[src/common/sfw_map.svh]
// Opcodes, bit counts and timing constants of the flash command block.
// Assumes a 50 MHz block clock; included by bare name.
`ifndef SFW_MAP_SVH
`define SFW_MAP_SVH
`define SFW_OP_WRAP  8'h77
`define SFW_OP_WORD  8'he7
`define SFW_OP_DPT   8'h5a
`define SFW_OP_PROG  8'h02
`define SFW_OP_CRST  8'hff
`define SFW_OP_NONE  8'h00
`define SFW_CONT_KEY 2'h2
`define SFW_WRAP_RST 3'h1
`define SFW_BYTE_N   5'h07
`define SFW_ADR_Q    5'h05
`define SFW_ADR_S    5'h17
`define SFW_MODE_N   5'h01
`define SFW_DUM_Q    5'h01
`define SFW_DUM_S    5'h07
`define SFW_CRST_N   5'h01
`define SFW_OUT_Q    3'h1
`define SFW_OUT_S    3'h7
`define SFW_OE_Q     4'hf
`define SFW_OE_S     4'h2
`define SFW_SEC_MIN  8'h08
`define SFW_ERASED   8'hff
`define SFW_DPT_SIG  32'h50444653
`define SFW_CLK_NS   20
`define SFW_PROG_NS  400000
`endif

[src/common/sfw_pkg.sv]
// Types shared by the flash command block and its memory array model.
// Assumes nothing beyond a SystemVerilog compiler.
package sfw_pkg;
   typedef enum logic [6:0] {
      FR_OPC  = 7'h01,
      FR_ADR  = 7'h02,
      FR_MODE = 7'h04,
      FR_DUM  = 7'h08,
      FR_DIN  = 7'h10,
      FR_DOUT = 7'h20,
      FR_SKIP = 7'h40
   } sfw_frame_t;
   typedef enum logic [2:0] {
      PG_IDLE = 3'h1,
      PG_WALK = 3'h2,
      PG_WAIT = 3'h4
   } sfw_pg_t;
   typedef struct packed {
      logic [23:0] addr;
      logic [7:0]  data;
   } sfw_word_t;
endpackage

[src/hdl/sfw_core.sv]
// Serial flash command handling: wrap setup, quad word read, parameter
// read and page program. Assumes SPI mode 0 pins sampled by clk_i, SCK
// well below clk_i/4, and a memory array beside it on clk_i.
//
// Notes on behaviour
// Opcode 77h, 24 dummy bits, 8 wrap bits; last byte latched as setting.
// Wrap disable bit 1 turns wrapping off and length is ignored.
// Length field 00/01/10/11 selects 8/16/32/64 byte sections.
// Wrap disable bit is 1 after power-on reset.
// Wrap setting persists for all later word reads until rewritten.
// Wrapped read starts at given address, loops inside its section.
// Word read E7h has even address and two dummy clocks before data.
// Without wrap the read address steps up by one per byte.
// Word read accepted only while the quad permit bit is set.
// Mode bits 10 let the next frame skip the opcode.
// A continuous-mode reset frame clears the mode bits.
// Opcode 5Ah returns the parameter tables.
// Programming starts only with the write permit latch set.
// Program is 02h, three address bytes, 1 to 256 data bytes.
// Data past page end wraps to start of the same page.
// Beyond 256 bytes only the last 256 are kept.
// Programming starts at chip select rise; unsent bytes stay erased.
// Short address, no full byte, or a bit count not a multiple of eight aborts the program.
// Protected target: nothing programmed, back to idle.
// Aborts and protection clear the write permit latch.
// Busy while programming; latch cleared before the cycle ends.
// Host should poll busy rather than wait the worst-case time.
// Quad permit is status bit 9; quad commands need it.
// Wrap sections are aligned to their own length.
`include "sfw_map.svh"

module sfw_fifo #(
   parameter int W = 32,
   parameter int D = 4
) (
   input  wire logic         clk_i,
   input  wire logic         arst_n_i,
   input  wire logic         in_valid_i,
   output logic              in_ready_o,
   input  wire logic [W-1:0] in_data_i,
   output logic              out_valid_o,
   input  wire logic         out_ready_i,
   output logic [W-1:0]      out_data_o
);
   localparam int AW = $clog2(D);
   logic [W-1:0] mem_reg [D];
   logic [AW:0]  wp_reg;
   logic [AW:0]  rp_reg;

   // D must be a power of two for the wrap-bit full test
   assign in_ready_o  = !((wp_reg[AW] != rp_reg[AW]) &&
                          (wp_reg[AW-1:0] == rp_reg[AW-1:0]));
   assign out_valid_o = (wp_reg != rp_reg);
   assign out_data_o  = mem_reg[rp_reg[AW-1:0]];

   always_ff @(posedge clk_i or negedge arst_n_i) begin
      if (!arst_n_i) begin
         wp_reg <= '0;
         rp_reg <= '0;
      end else begin
         if (in_valid_i && in_ready_o) wp_reg <= wp_reg + 1'b1;
         if (out_valid_o && out_ready_i) rp_reg <= rp_reg + 1'b1;
      end
   end

   always_ff @(posedge clk_i) begin
      if (in_valid_i && in_ready_o) mem_reg[wp_reg[AW-1:0]] <= in_data_i;
   end
endmodule

module sfw_core #(
   parameter int unsigned PROG_CYC =
      (`SFW_PROG_NS + `SFW_CLK_NS - 1) / `SFW_CLK_NS,
   parameter int          FIFO_D   = 4
) (
   input  wire logic        clk_i,
   input  wire logic        arst_n_i,
   input  wire logic        sck_i,
   input  wire logic        cs_n_i,
   input  wire logic [3:0]  io_i,
   output logic [3:0]       io_o,
   output logic [3:0]       io_oe_o,
   input  wire logic        quad_permit_i,
   input  wire logic        write_enable_i,
   input  wire logic        protect_i,
   output logic [23:0]      mem_addr_o,
   input  wire logic [7:0]  mem_rdata_i,
   output logic             prog_valid_o,
   output sfw_pkg::sfw_word_t prog_word_o,
   input  wire logic        prog_ready_i,
   output logic             busy_o,
   output logic             write_permit_o,
   output logic [2:0]       wrap_setting_o,
   output logic             cont_mode_o
);
   logic [2:0]  sck_q;
   logic [2:0]  cs_q;
   logic [3:0]  io_q1;
   logic [3:0]  io_s;
   logic        sck_rise, sck_fall, cs_lo, cs_rise;
   sfw_pkg::sfw_frame_t st_reg;
   sfw_pkg::sfw_pg_t    pg_reg;
   logic [4:0]  cnt_reg, last;
   logic [7:0]  sh_reg, cmd_reg, sh_in;
   logic [23:0] addr_reg, rd_addr_reg;
   logic [2:0]  wrap_reg, wrap_val, ocnt_reg;
   logic        cont_reg, permit_reg, quad, fin, acc, byte_done, crst;
   logic        mode_key, rd_adv, got_reg, bad, prog_abort, pg_start;
   logic [7:0]  rest_reg, src, ptr_reg, idx_reg;
   logic [7:0]  buf_mem [256];
   logic [255:0] mask_reg;
   logic [15:0] page_reg;
   logic [31:0] pg_cnt_reg;
   logic        f_valid, f_ready;
   sfw_pkg::sfw_word_t f_word;

   // Next read address; wrap stays inside an aligned section of the page
   function automatic logic [23:0] next_addr(input logic [23:0] a,
                                             input logic [2:0]  w);
      logic [7:0] m;
      m = (`SFW_SEC_MIN << w[2:1]) - 8'h01;
      if (w[0]) next_addr = a + 24'h000001;
      else next_addr = {a[23:8], (a[7:0] & ~m) |
                        ((a[7:0] + 8'h01) & m)};
   endfunction

   function automatic logic [7:0] dpt_byte(input logic [23:0] a);
      logic [31:0] sig;
      sig = `SFW_DPT_SIG;
      if (a[23:2] == 22'h000000) dpt_byte = sig[a[1:0]*8 +: 8];
      else dpt_byte = `SFW_ERASED;
   endfunction

   function automatic logic [3:0] out_bits(input logic [7:0] b,
                                           input logic       q);
      out_bits = q ? b[7:4] : {2'h0, b[7], 1'b0};
   endfunction

   function automatic logic [7:0] out_shift(input logic [7:0] b,
                                            input logic       q);
      out_shift = q ? {b[3:0], 4'h0} : {b[6:0], 1'b0};
   endfunction

   // Pin synchronisers and edge finders
   always_ff @(posedge clk_i or negedge arst_n_i) begin
      if (!arst_n_i) begin
         sck_q <= 3'h0;
         cs_q  <= 3'h7;
         io_q1 <= 4'h0;
         io_s  <= 4'h0;
      end else begin
         sck_q <= {sck_q[1:0], sck_i};
         cs_q  <= {cs_q[1:0], cs_n_i};
         io_q1 <= io_i;
         io_s  <= io_q1;
      end
   end

   assign sck_rise = sck_q[1] && !sck_q[2];
   assign sck_fall = !sck_q[1] && sck_q[2];
   assign cs_lo    = !cs_q[1];
   assign cs_rise  = cs_q[1] && !cs_q[2];

   assign quad     = (cmd_reg == `SFW_OP_WORD);
   assign sh_in    = {sh_reg[6:0], io_s[0]};
   assign wrap_val = sh_in[6:4];
   // Only mode bits 5:4 decide; the other mode bits are ignored
   assign mode_key = (sh_reg[1:0] == `SFW_CONT_KEY);
   assign acc = (sh_in == `SFW_OP_WRAP) ||
                (!busy_o && (sh_in == `SFW_OP_DPT ||
                 sh_in == `SFW_OP_PROG ||
                 (sh_in == `SFW_OP_WORD && quad_permit_i)));

   always_comb begin
      case (st_reg)
         sfw_pkg::FR_OPC,
         sfw_pkg::FR_DIN:  last = `SFW_BYTE_N;
         sfw_pkg::FR_ADR:  last = quad ? `SFW_ADR_Q : `SFW_ADR_S;
         sfw_pkg::FR_MODE: last = `SFW_MODE_N;
         sfw_pkg::FR_DUM:  last = quad ? `SFW_DUM_Q : `SFW_DUM_S;
         default:          last = 5'h00;
      endcase
   end

   assign fin = sck_rise && cs_lo && (cnt_reg == last) &&
                st_reg != sfw_pkg::FR_DOUT && st_reg != sfw_pkg::FR_SKIP;
   assign byte_done = fin && st_reg == sfw_pkg::FR_DIN;
   assign crst = sck_rise && cs_lo &&
      ((fin && st_reg == sfw_pkg::FR_OPC && sh_in == `SFW_OP_CRST) ||
       (st_reg == sfw_pkg::FR_ADR && quad && cnt_reg == `SFW_CRST_N &&
        {addr_reg[3:0], io_s} == `SFW_OP_CRST));

   // Frame sequencer; with quad permit set, continuous mode opens a frame at the address phase
   always_ff @(posedge clk_i or negedge arst_n_i) begin
      if (!arst_n_i) begin
         st_reg   <= sfw_pkg::FR_OPC;
         cnt_reg  <= 5'h00;
         sh_reg   <= 8'h00;
         cmd_reg  <= `SFW_OP_NONE;
         addr_reg <= 24'h000000;
      end else if (!cs_lo) begin
         cnt_reg <= 5'h00;
         if (cont_reg && quad_permit_i) begin
            st_reg  <= sfw_pkg::FR_ADR;
            cmd_reg <= `SFW_OP_WORD;
         end else begin
            st_reg  <= sfw_pkg::FR_OPC;
            cmd_reg <= `SFW_OP_NONE;
         end
      end else if (sck_rise) begin
         sh_reg  <= quad ? {sh_reg[3:0], io_s} : sh_in;
         cnt_reg <= fin ? 5'h00 : cnt_reg + 5'h01;
         if (st_reg == sfw_pkg::FR_ADR)
            addr_reg <= quad ? {addr_reg[19:0], io_s} :
                               {addr_reg[22:0], io_s[0]};
         if (crst) st_reg <= sfw_pkg::FR_SKIP;
         else if (fin) begin
            case (st_reg)
               sfw_pkg::FR_OPC: begin
                  cmd_reg <= acc ? sh_in : `SFW_OP_NONE;
                  st_reg  <= acc ? sfw_pkg::FR_ADR : sfw_pkg::FR_SKIP;
               end
               sfw_pkg::FR_ADR: begin
                  if (quad) st_reg <= sfw_pkg::FR_MODE;
                  else if (cmd_reg == `SFW_OP_DPT)
                     st_reg <= sfw_pkg::FR_DUM;
                  else st_reg <= sfw_pkg::FR_DIN;
               end
               sfw_pkg::FR_MODE: st_reg <= sfw_pkg::FR_DUM;
               sfw_pkg::FR_DUM:  st_reg <= sfw_pkg::FR_DOUT;
               sfw_pkg::FR_DIN: begin
                  if (cmd_reg == `SFW_OP_WRAP) st_reg <= sfw_pkg::FR_SKIP;
               end
               default: st_reg <= st_reg;
            endcase
         end
      end
   end

   // Wrap setting and continuous-mode bits
   always_ff @(posedge clk_i or negedge arst_n_i) begin
      if (!arst_n_i) wrap_reg <= `SFW_WRAP_RST;
      else if (byte_done && cmd_reg == `SFW_OP_WRAP)
         wrap_reg <= wrap_val;
   end

   always_ff @(posedge clk_i or negedge arst_n_i) begin
      if (!arst_n_i) cont_reg <= 1'b0;
      else if (fin && st_reg == sfw_pkg::FR_MODE)
         cont_reg <= mode_key;
      else if (crst) cont_reg <= 1'b0;
   end

   // Read data path, shifted out on falling SCK
   assign src = (cmd_reg == `SFW_OP_DPT) ? dpt_byte(rd_addr_reg) :
                                            mem_rdata_i;
   assign rd_adv = sck_fall && cs_lo && st_reg == sfw_pkg::FR_DOUT &&
                   ocnt_reg == 3'h0;

   always_ff @(posedge clk_i or negedge arst_n_i) begin
      if (!arst_n_i) begin
         io_o        <= 4'h0;
         io_oe_o     <= 4'h0;
         rest_reg    <= 8'h00;
         ocnt_reg    <= 3'h0;
         rd_addr_reg <= 24'h000000;
      end else if (!cs_lo) begin
         io_oe_o  <= 4'h0;
         ocnt_reg <= 3'h0;
      end else begin
         if (fin && st_reg == sfw_pkg::FR_DUM) rd_addr_reg <= addr_reg;
         if (sck_fall && st_reg == sfw_pkg::FR_DOUT) begin
            io_oe_o  <= quad ? `SFW_OE_Q : `SFW_OE_S;
            ocnt_reg <= (ocnt_reg == (quad ? `SFW_OUT_Q : `SFW_OUT_S)) ?
                        3'h0 : ocnt_reg + 3'h1;
            if (ocnt_reg == 3'h0) begin
               io_o        <= out_bits(src, quad);
               rest_reg    <= out_shift(src, quad);
               rd_addr_reg <= next_addr(rd_addr_reg,
                  quad ? wrap_reg : `SFW_WRAP_RST);
            end else begin
               io_o     <= out_bits(rest_reg, quad);
               rest_reg <= out_shift(rest_reg, quad);
            end
         end
      end
   end

   // Page buffer: index wraps inside the page, so the last 256 bytes win
   always_ff @(posedge clk_i or negedge arst_n_i) begin
      if (!arst_n_i) begin
         ptr_reg  <= 8'h00;
         got_reg  <= 1'b0;
         mask_reg <= '0;
      end else begin
         if (fin && st_reg == sfw_pkg::FR_OPC && acc &&
             sh_in == `SFW_OP_PROG) begin
            mask_reg <= '0;
            got_reg  <= 1'b0;
         end
         if (fin && st_reg == sfw_pkg::FR_ADR && cmd_reg == `SFW_OP_PROG)
            ptr_reg <= {addr_reg[6:0], io_s[0]};
         if (byte_done && cmd_reg == `SFW_OP_PROG) begin
            mask_reg[ptr_reg] <= 1'b1;
            ptr_reg <= ptr_reg + 8'h01;
            got_reg <= 1'b1;
         end
      end
   end

   always_ff @(posedge clk_i) begin
      if (byte_done && cmd_reg == `SFW_OP_PROG) buf_mem[ptr_reg] <= sh_in;
   end

   // End-of-frame decision for a program frame
   assign bad = st_reg != sfw_pkg::FR_DIN || cnt_reg != 5'h00 ||
                !got_reg;
   assign prog_abort = cs_rise && cmd_reg == `SFW_OP_PROG &&
                       (bad || protect_i);
   assign pg_start = cs_rise && cmd_reg == `SFW_OP_PROG && !bad &&
                     !protect_i && permit_reg &&
                     pg_reg == sfw_pkg::PG_IDLE;

   always_ff @(posedge clk_i or negedge arst_n_i) begin
      if (!arst_n_i) permit_reg <= 1'b0;
      else if (write_enable_i) permit_reg <= 1'b1;
      else if (prog_abort || pg_start) permit_reg <= 1'b0;
   end

   // Self-timed program: unsent locations are skipped and stay erased
   always_ff @(posedge clk_i or negedge arst_n_i) begin
      if (!arst_n_i) begin
         pg_reg     <= sfw_pkg::PG_IDLE;
         idx_reg    <= 8'h00;
         page_reg   <= 16'h0000;
         pg_cnt_reg <= 32'h00000000;
      end else begin
         case (pg_reg)
            sfw_pkg::PG_IDLE: begin
               if (pg_start) begin
                  pg_reg     <= sfw_pkg::PG_WALK;
                  idx_reg    <= 8'h00;
                  page_reg   <= addr_reg[23:8];
                  pg_cnt_reg <= 32'h00000000;
               end
            end
            sfw_pkg::PG_WALK: begin
               if (!mask_reg[idx_reg] || f_ready) begin
                  idx_reg <= idx_reg + 8'h01;
                  if (idx_reg == 8'hff) pg_reg <= sfw_pkg::PG_WAIT;
               end
            end
            sfw_pkg::PG_WAIT: begin
               if (!prog_valid_o) begin
                  if (pg_cnt_reg == PROG_CYC - 1) pg_reg <= sfw_pkg::PG_IDLE;
                  else pg_cnt_reg <= pg_cnt_reg + 32'h00000001;
               end
            end
            default: pg_reg <= sfw_pkg::PG_IDLE;
         endcase
      end
   end

   assign f_valid     = pg_reg == sfw_pkg::PG_WALK && mask_reg[idx_reg];
   assign f_word.addr = {page_reg, idx_reg};
   assign f_word.data = buf_mem[idx_reg];

   sfw_fifo #(
      .W ($bits(sfw_pkg::sfw_word_t)),
      .D (FIFO_D)
   ) u_fifo (
      .clk_i       (clk_i),
      .arst_n_i    (arst_n_i),
      .in_valid_i  (f_valid),
      .in_ready_o  (f_ready),
      .in_data_i   (f_word),
      .out_valid_o (prog_valid_o),
      .out_ready_i (prog_ready_i),
      .out_data_o  (prog_word_o)
   );

   assign busy_o         = pg_reg != sfw_pkg::PG_IDLE;
   assign write_permit_o = permit_reg;
   assign wrap_setting_o = wrap_reg;
   assign cont_mode_o    = cont_reg;
   assign mem_addr_o     = rd_addr_reg;
endmodule

[config.mk]
export PLATFORM = sky130hd
export DESIGN_NAME = sfw_core
export DESIGN_NICKNAME = d
export VERILOG_FILES = /design/src/common/sfw_pkg.sv /design/src/hdl/sfw_core.sv
export VERILOG_INCLUDE_DIRS = /design/src /design/src/common
export SDC_FILE = /design/constraint.sdc
export NUM_CORES = 2
export LEC_CHECK = 0
export BUFFER_PORTS_ARGS = -buffer_cell sky130_fd_sc_hd__buf_2
export CAP_MARGIN = 20
export CORE_ASPECT_RATIO = 1.75
export CORE_MARGIN = 3
export CORE_UTILIZATION = 40
export DETAILED_ROUTE_END_ITERATION = 12
export SYNTH_ARGS = -nofsm -noshare
export SYNTH_HDL_FRONTEND = slang
export SYNTH_SLANG_ARGS = --single-unit
[constraint.sdc]
create_clock -name clk_i -period 4.81 [get_ports clk_i]
set_input_delay 1.443 -clock clk_i [delete_from_list [all_inputs] [get_ports clk_i]]
set_output_delay 1.443 -clock clk_i [all_outputs]
set_load 0.005 [all_outputs]
==> flow_metrics.env <==
export IMPL_dpl_cell_count=8944
export IMPL_post_cts_setup_buffer_count=0
export IMPL_p_per_area_nw_per_um2=380
export IMPL_ys_warn_count=0
export IMPL_reg2reg_to="buf_mem[222][5]"
export IMPL_worst_path_buf_inv=3
export IMPL_cp_common_cell="buf_4"
export IMPL_rsz0062_at_grt="false"
export IMPL_dp_final_hpwl_mm=176
export IMPL_status="finished clean"
export IMPL_startpoint="st_reg[1]"
export IMPL_maxCapViolations=0
export IMPL_core_rowCount=247
export IMPL_worstSetupStartpointType="flip-flop"
export IMPL_synth_largest_area_cell="edfxtp_1"
export IMPL_die_area_um2=266000
export IMPL_hp_class="flip-flop to flip-flop"
export IMPL_clk_root_buffer_cell="clkbuf_16"
export IMPL_max_freq_mhz=218
export IMPL_dr_pass1_iters=6
export IMPL_cp_num_cells=12
export IMPL_grt_first_pass_wirelength_mm=391
export IMPL_synthMuxAreaShare=0.173
export IMPL_final_nets=5846
export IMPL_port_buffer_count=90
export IMPL_path_class="flip-flop to flip-flop"
export IMPL_relSlewSlack=0.189
export IMPL_reg2reg_from="st_reg[1]"
export IMPL_routed_wl_mm=267
export IMPL_synth_compound_area_share=0.0317
export IMPL_path_cells="or3_1 -> or4_1 -> a21oi_1 -> o211ai_1 -> a211oi_2 -> buf_4 -> nand3_1 -> nor2_1 -> buf_4 -> buf_4 -> nand2_1 -> nor2_1"
export IMPL_synthAdderAreaFrac=0.00217
export IMPL_wl_per_cell_um=28.4
export IMPL_cp_end_kind="flip-flop"
export IMPL_routabilityCongestion=0.855
export IMPL_worst_pin_slew_ns=1.22
export IMPL_slowest_delay_ns=0.64
export IMPL_die_w_um=391
export IMPL_cts_made_buffers=222
export IMPL_area_growth_syn_to_layout_pct=14.2
export IMPL_synth_edf_count=2176
export IMPL_first_iter_violations=4606
export IMPL_slew_viol_final=0
export IMPL_tns_ns=0
export IMPL_coreArea_um2=259000
export IMPL_cp_top_family="simple AND/OR/NAND/NOR gates"
export IMPL_grt_max_degree=195
export IMPL_ys_ff_latch=2616
export IMPL_post_synth_top_count_cell="edfxtp_1"
export IMPL_yosys_area_share_simple=0.0409
export IMPL_cts_tree="done"
export IMPL_yosys_area_share_xor_xnor=0.00303
export IMPL_setup_violations_final=0
export IMPL_synthArstFlopShare=0.168
export IMPL_fin_worst_skew_ns=0.0654
export IMPL_ios=91
export IMPL_netlist_area_um2=104000
export IMPL_power_static_leakage_nw=41.8
export IMPL_synthTopCellsByArea="edfxtp_1, mux4_2, dfrtp_1"
export IMPL_ant_nets=0
export IMPL_ys_flop_type="edfxtp_1"
export IMPL_fin_cells=9390
export IMPL_cpMaxStageDelayCell="nor2_1"
export IMPL_start_util=0.402
export IMPL_largest_register_ffs=2048
export IMPL_syn_nets=5393
export IMPL_crit_path_max_fanout=8
export IMPL_yosys_top_cells_count="edfxtp_1, mux4_2, dfrtp_1"
export IMPL_arrival_ns=5.06
export IMPL_cp_endpoint="buf_mem[222][5]"
export IMPL_min_period_ns=4.59
export IMPL_drive_above_1_share=0.290
export IMPL_num_vias=52900
export IMPL_htree_num_levels=4
export IMPL_drc=0
export IMPL_antenna_found_initial=10
export IMPL_clockBufferDepth=4
export IMPL_viasPerCell=5.63
export IMPL_clock_latency_ns=0.90
export IMPL_grtUsageTotal=0.201
export IMPL_synth_top_family_by_area="multiplexers"
export IMPL_final_hold_viol_count=0
export IMPL_hold_slack_ns=0.351
export IMPL_clkSlewWorstSetupHoldPaths_ns=0.06
export IMPL_period_share=0.954
export IMPL_reg2regPathDepth=12
export IMPL_synthCells=5355
export IMPL_ir_worst_vdd_mv=0.292
export IMPL_yosysSeqAreaShare=0.734
export IMPL_power_mw=45.2
export IMPL_syn_avg_cell_area_um2=19.4
export IMPL_synth_top_cell_area_share=0.628
export IMPL_overflow=0
export IMPL_cp_required_ns=5.28
export IMPL_ys_types=76
export IMPL_r2r_slack_ns=0.22
export IMPL_cts_sinks=2616
export IMPL_die_h_um=681
export IMPL_grt_pass1_vias=55600
cell type report:
cell class	instances	area, um2
Fill cell	21500	140000
Sequential cell	2616	76400
Inverter	36	143
Clock inverter	129	1160
Timing Repair Buffer	556	4540
Antenna cell	39	97.6
Clock buffer	277	6080
Multi-Input combinational cell	2376	26100
Tap cell	3361	4210
logic make-up (layout without fill, tap and decap cells):
kind of cell    count (synthesis)  in the layout
mux                           833            833
flops                        2616           2616
compound gates                524            524
fa+ha+maj                      18             18
xor+xnor                       36             36
simple gates                  965            965
buf+inv                       363            998
other cells                     0             39
power breakdown:
| part | total [mW] | switching, mW | internal (mW) | leakage [nW] |
|---|---|---|---|---|
| clock network | 18.1 | 8.12 | 9.99 | 3.52 |
| registers | 25.8 | 0.279 | 25.5 | 24.6 |
| logic | 1.24 | 1.12 | 0.120 | 13.6 |
| total | 45.2 | 9.52 | 35.7 | 41.8 |
metrics by stage:
stage / area, um2 / util / setup slack (ns)
3_5_place_dp: 111000 / 0.431 / 0.0191
6_report: 119000 / 0.459 / 0.223
4_1_cts: 119000 / 0.459 / 0.0276
3_3_place_gp: 111000 / 0.430 / 0.00739
5_1_grt: 119000 / 0.459 / 0.00394
2_1_floorplan: 104000 / - / 1.04
worst min-delay path by stage:
stage / end / from / cells past startpoint / slack [ns]
floorplan: io_s[0] / io_q1[0] / 0 / 0.33
global placement: io_s[0] / io_q1[0] / 0 / 0.34
detailed placement: io_s[2] / io_q1[2] / 0 / 0.34
CTS: sck_q[1] / sck_q[0] / 0 / 0.35
global route: cs_q[1] / cs_q[0] / 0 / 0.37
finish: sck_q[1] / sck_q[0] / 0 / 0.35
timing repair:
action,CTS,global route
setup endpoints to repair,0,7
gates resized for setup,0,1
hold buffers,0,0
cell usage in the layout, fill, tap and decap left out, types with 18 or more instances in the layout:
cell type and count:
nand3_1 58, mux2i_1 51, nand4_1 20, xor2_1 23, dfrtp_1 419, inv_1 35
buf_2 89, a21oi_1 72, a21o_1 129, clkinv_1 38, clkbuf_16 232, nor2_1 379
edfxtp_1 2176, o21ai_0 178, clkbuf_1 34, mux4_2 768, and3_1 28, buf_4 420
ha_1 18, diode_2 39, buf_12 43, nand2_1 316, bufinv_16 19, clkinv_2 44
o21ai_1 33, nor3_1 28, nor2b_1 18, nor4_1 19
routing by layer:
| metal | GRT usage | routed length, um |
|---|---|---|
| met5 | 0 | 0 |
| met4 | 0.0894 | 13900 |
| met3 | 0.0237 | 12100 |
| met2 | 0.372 | 145000 |
| met1 | 0.232 | 95600 |
No activity file was read; power rests on OpenSTA's default activity.
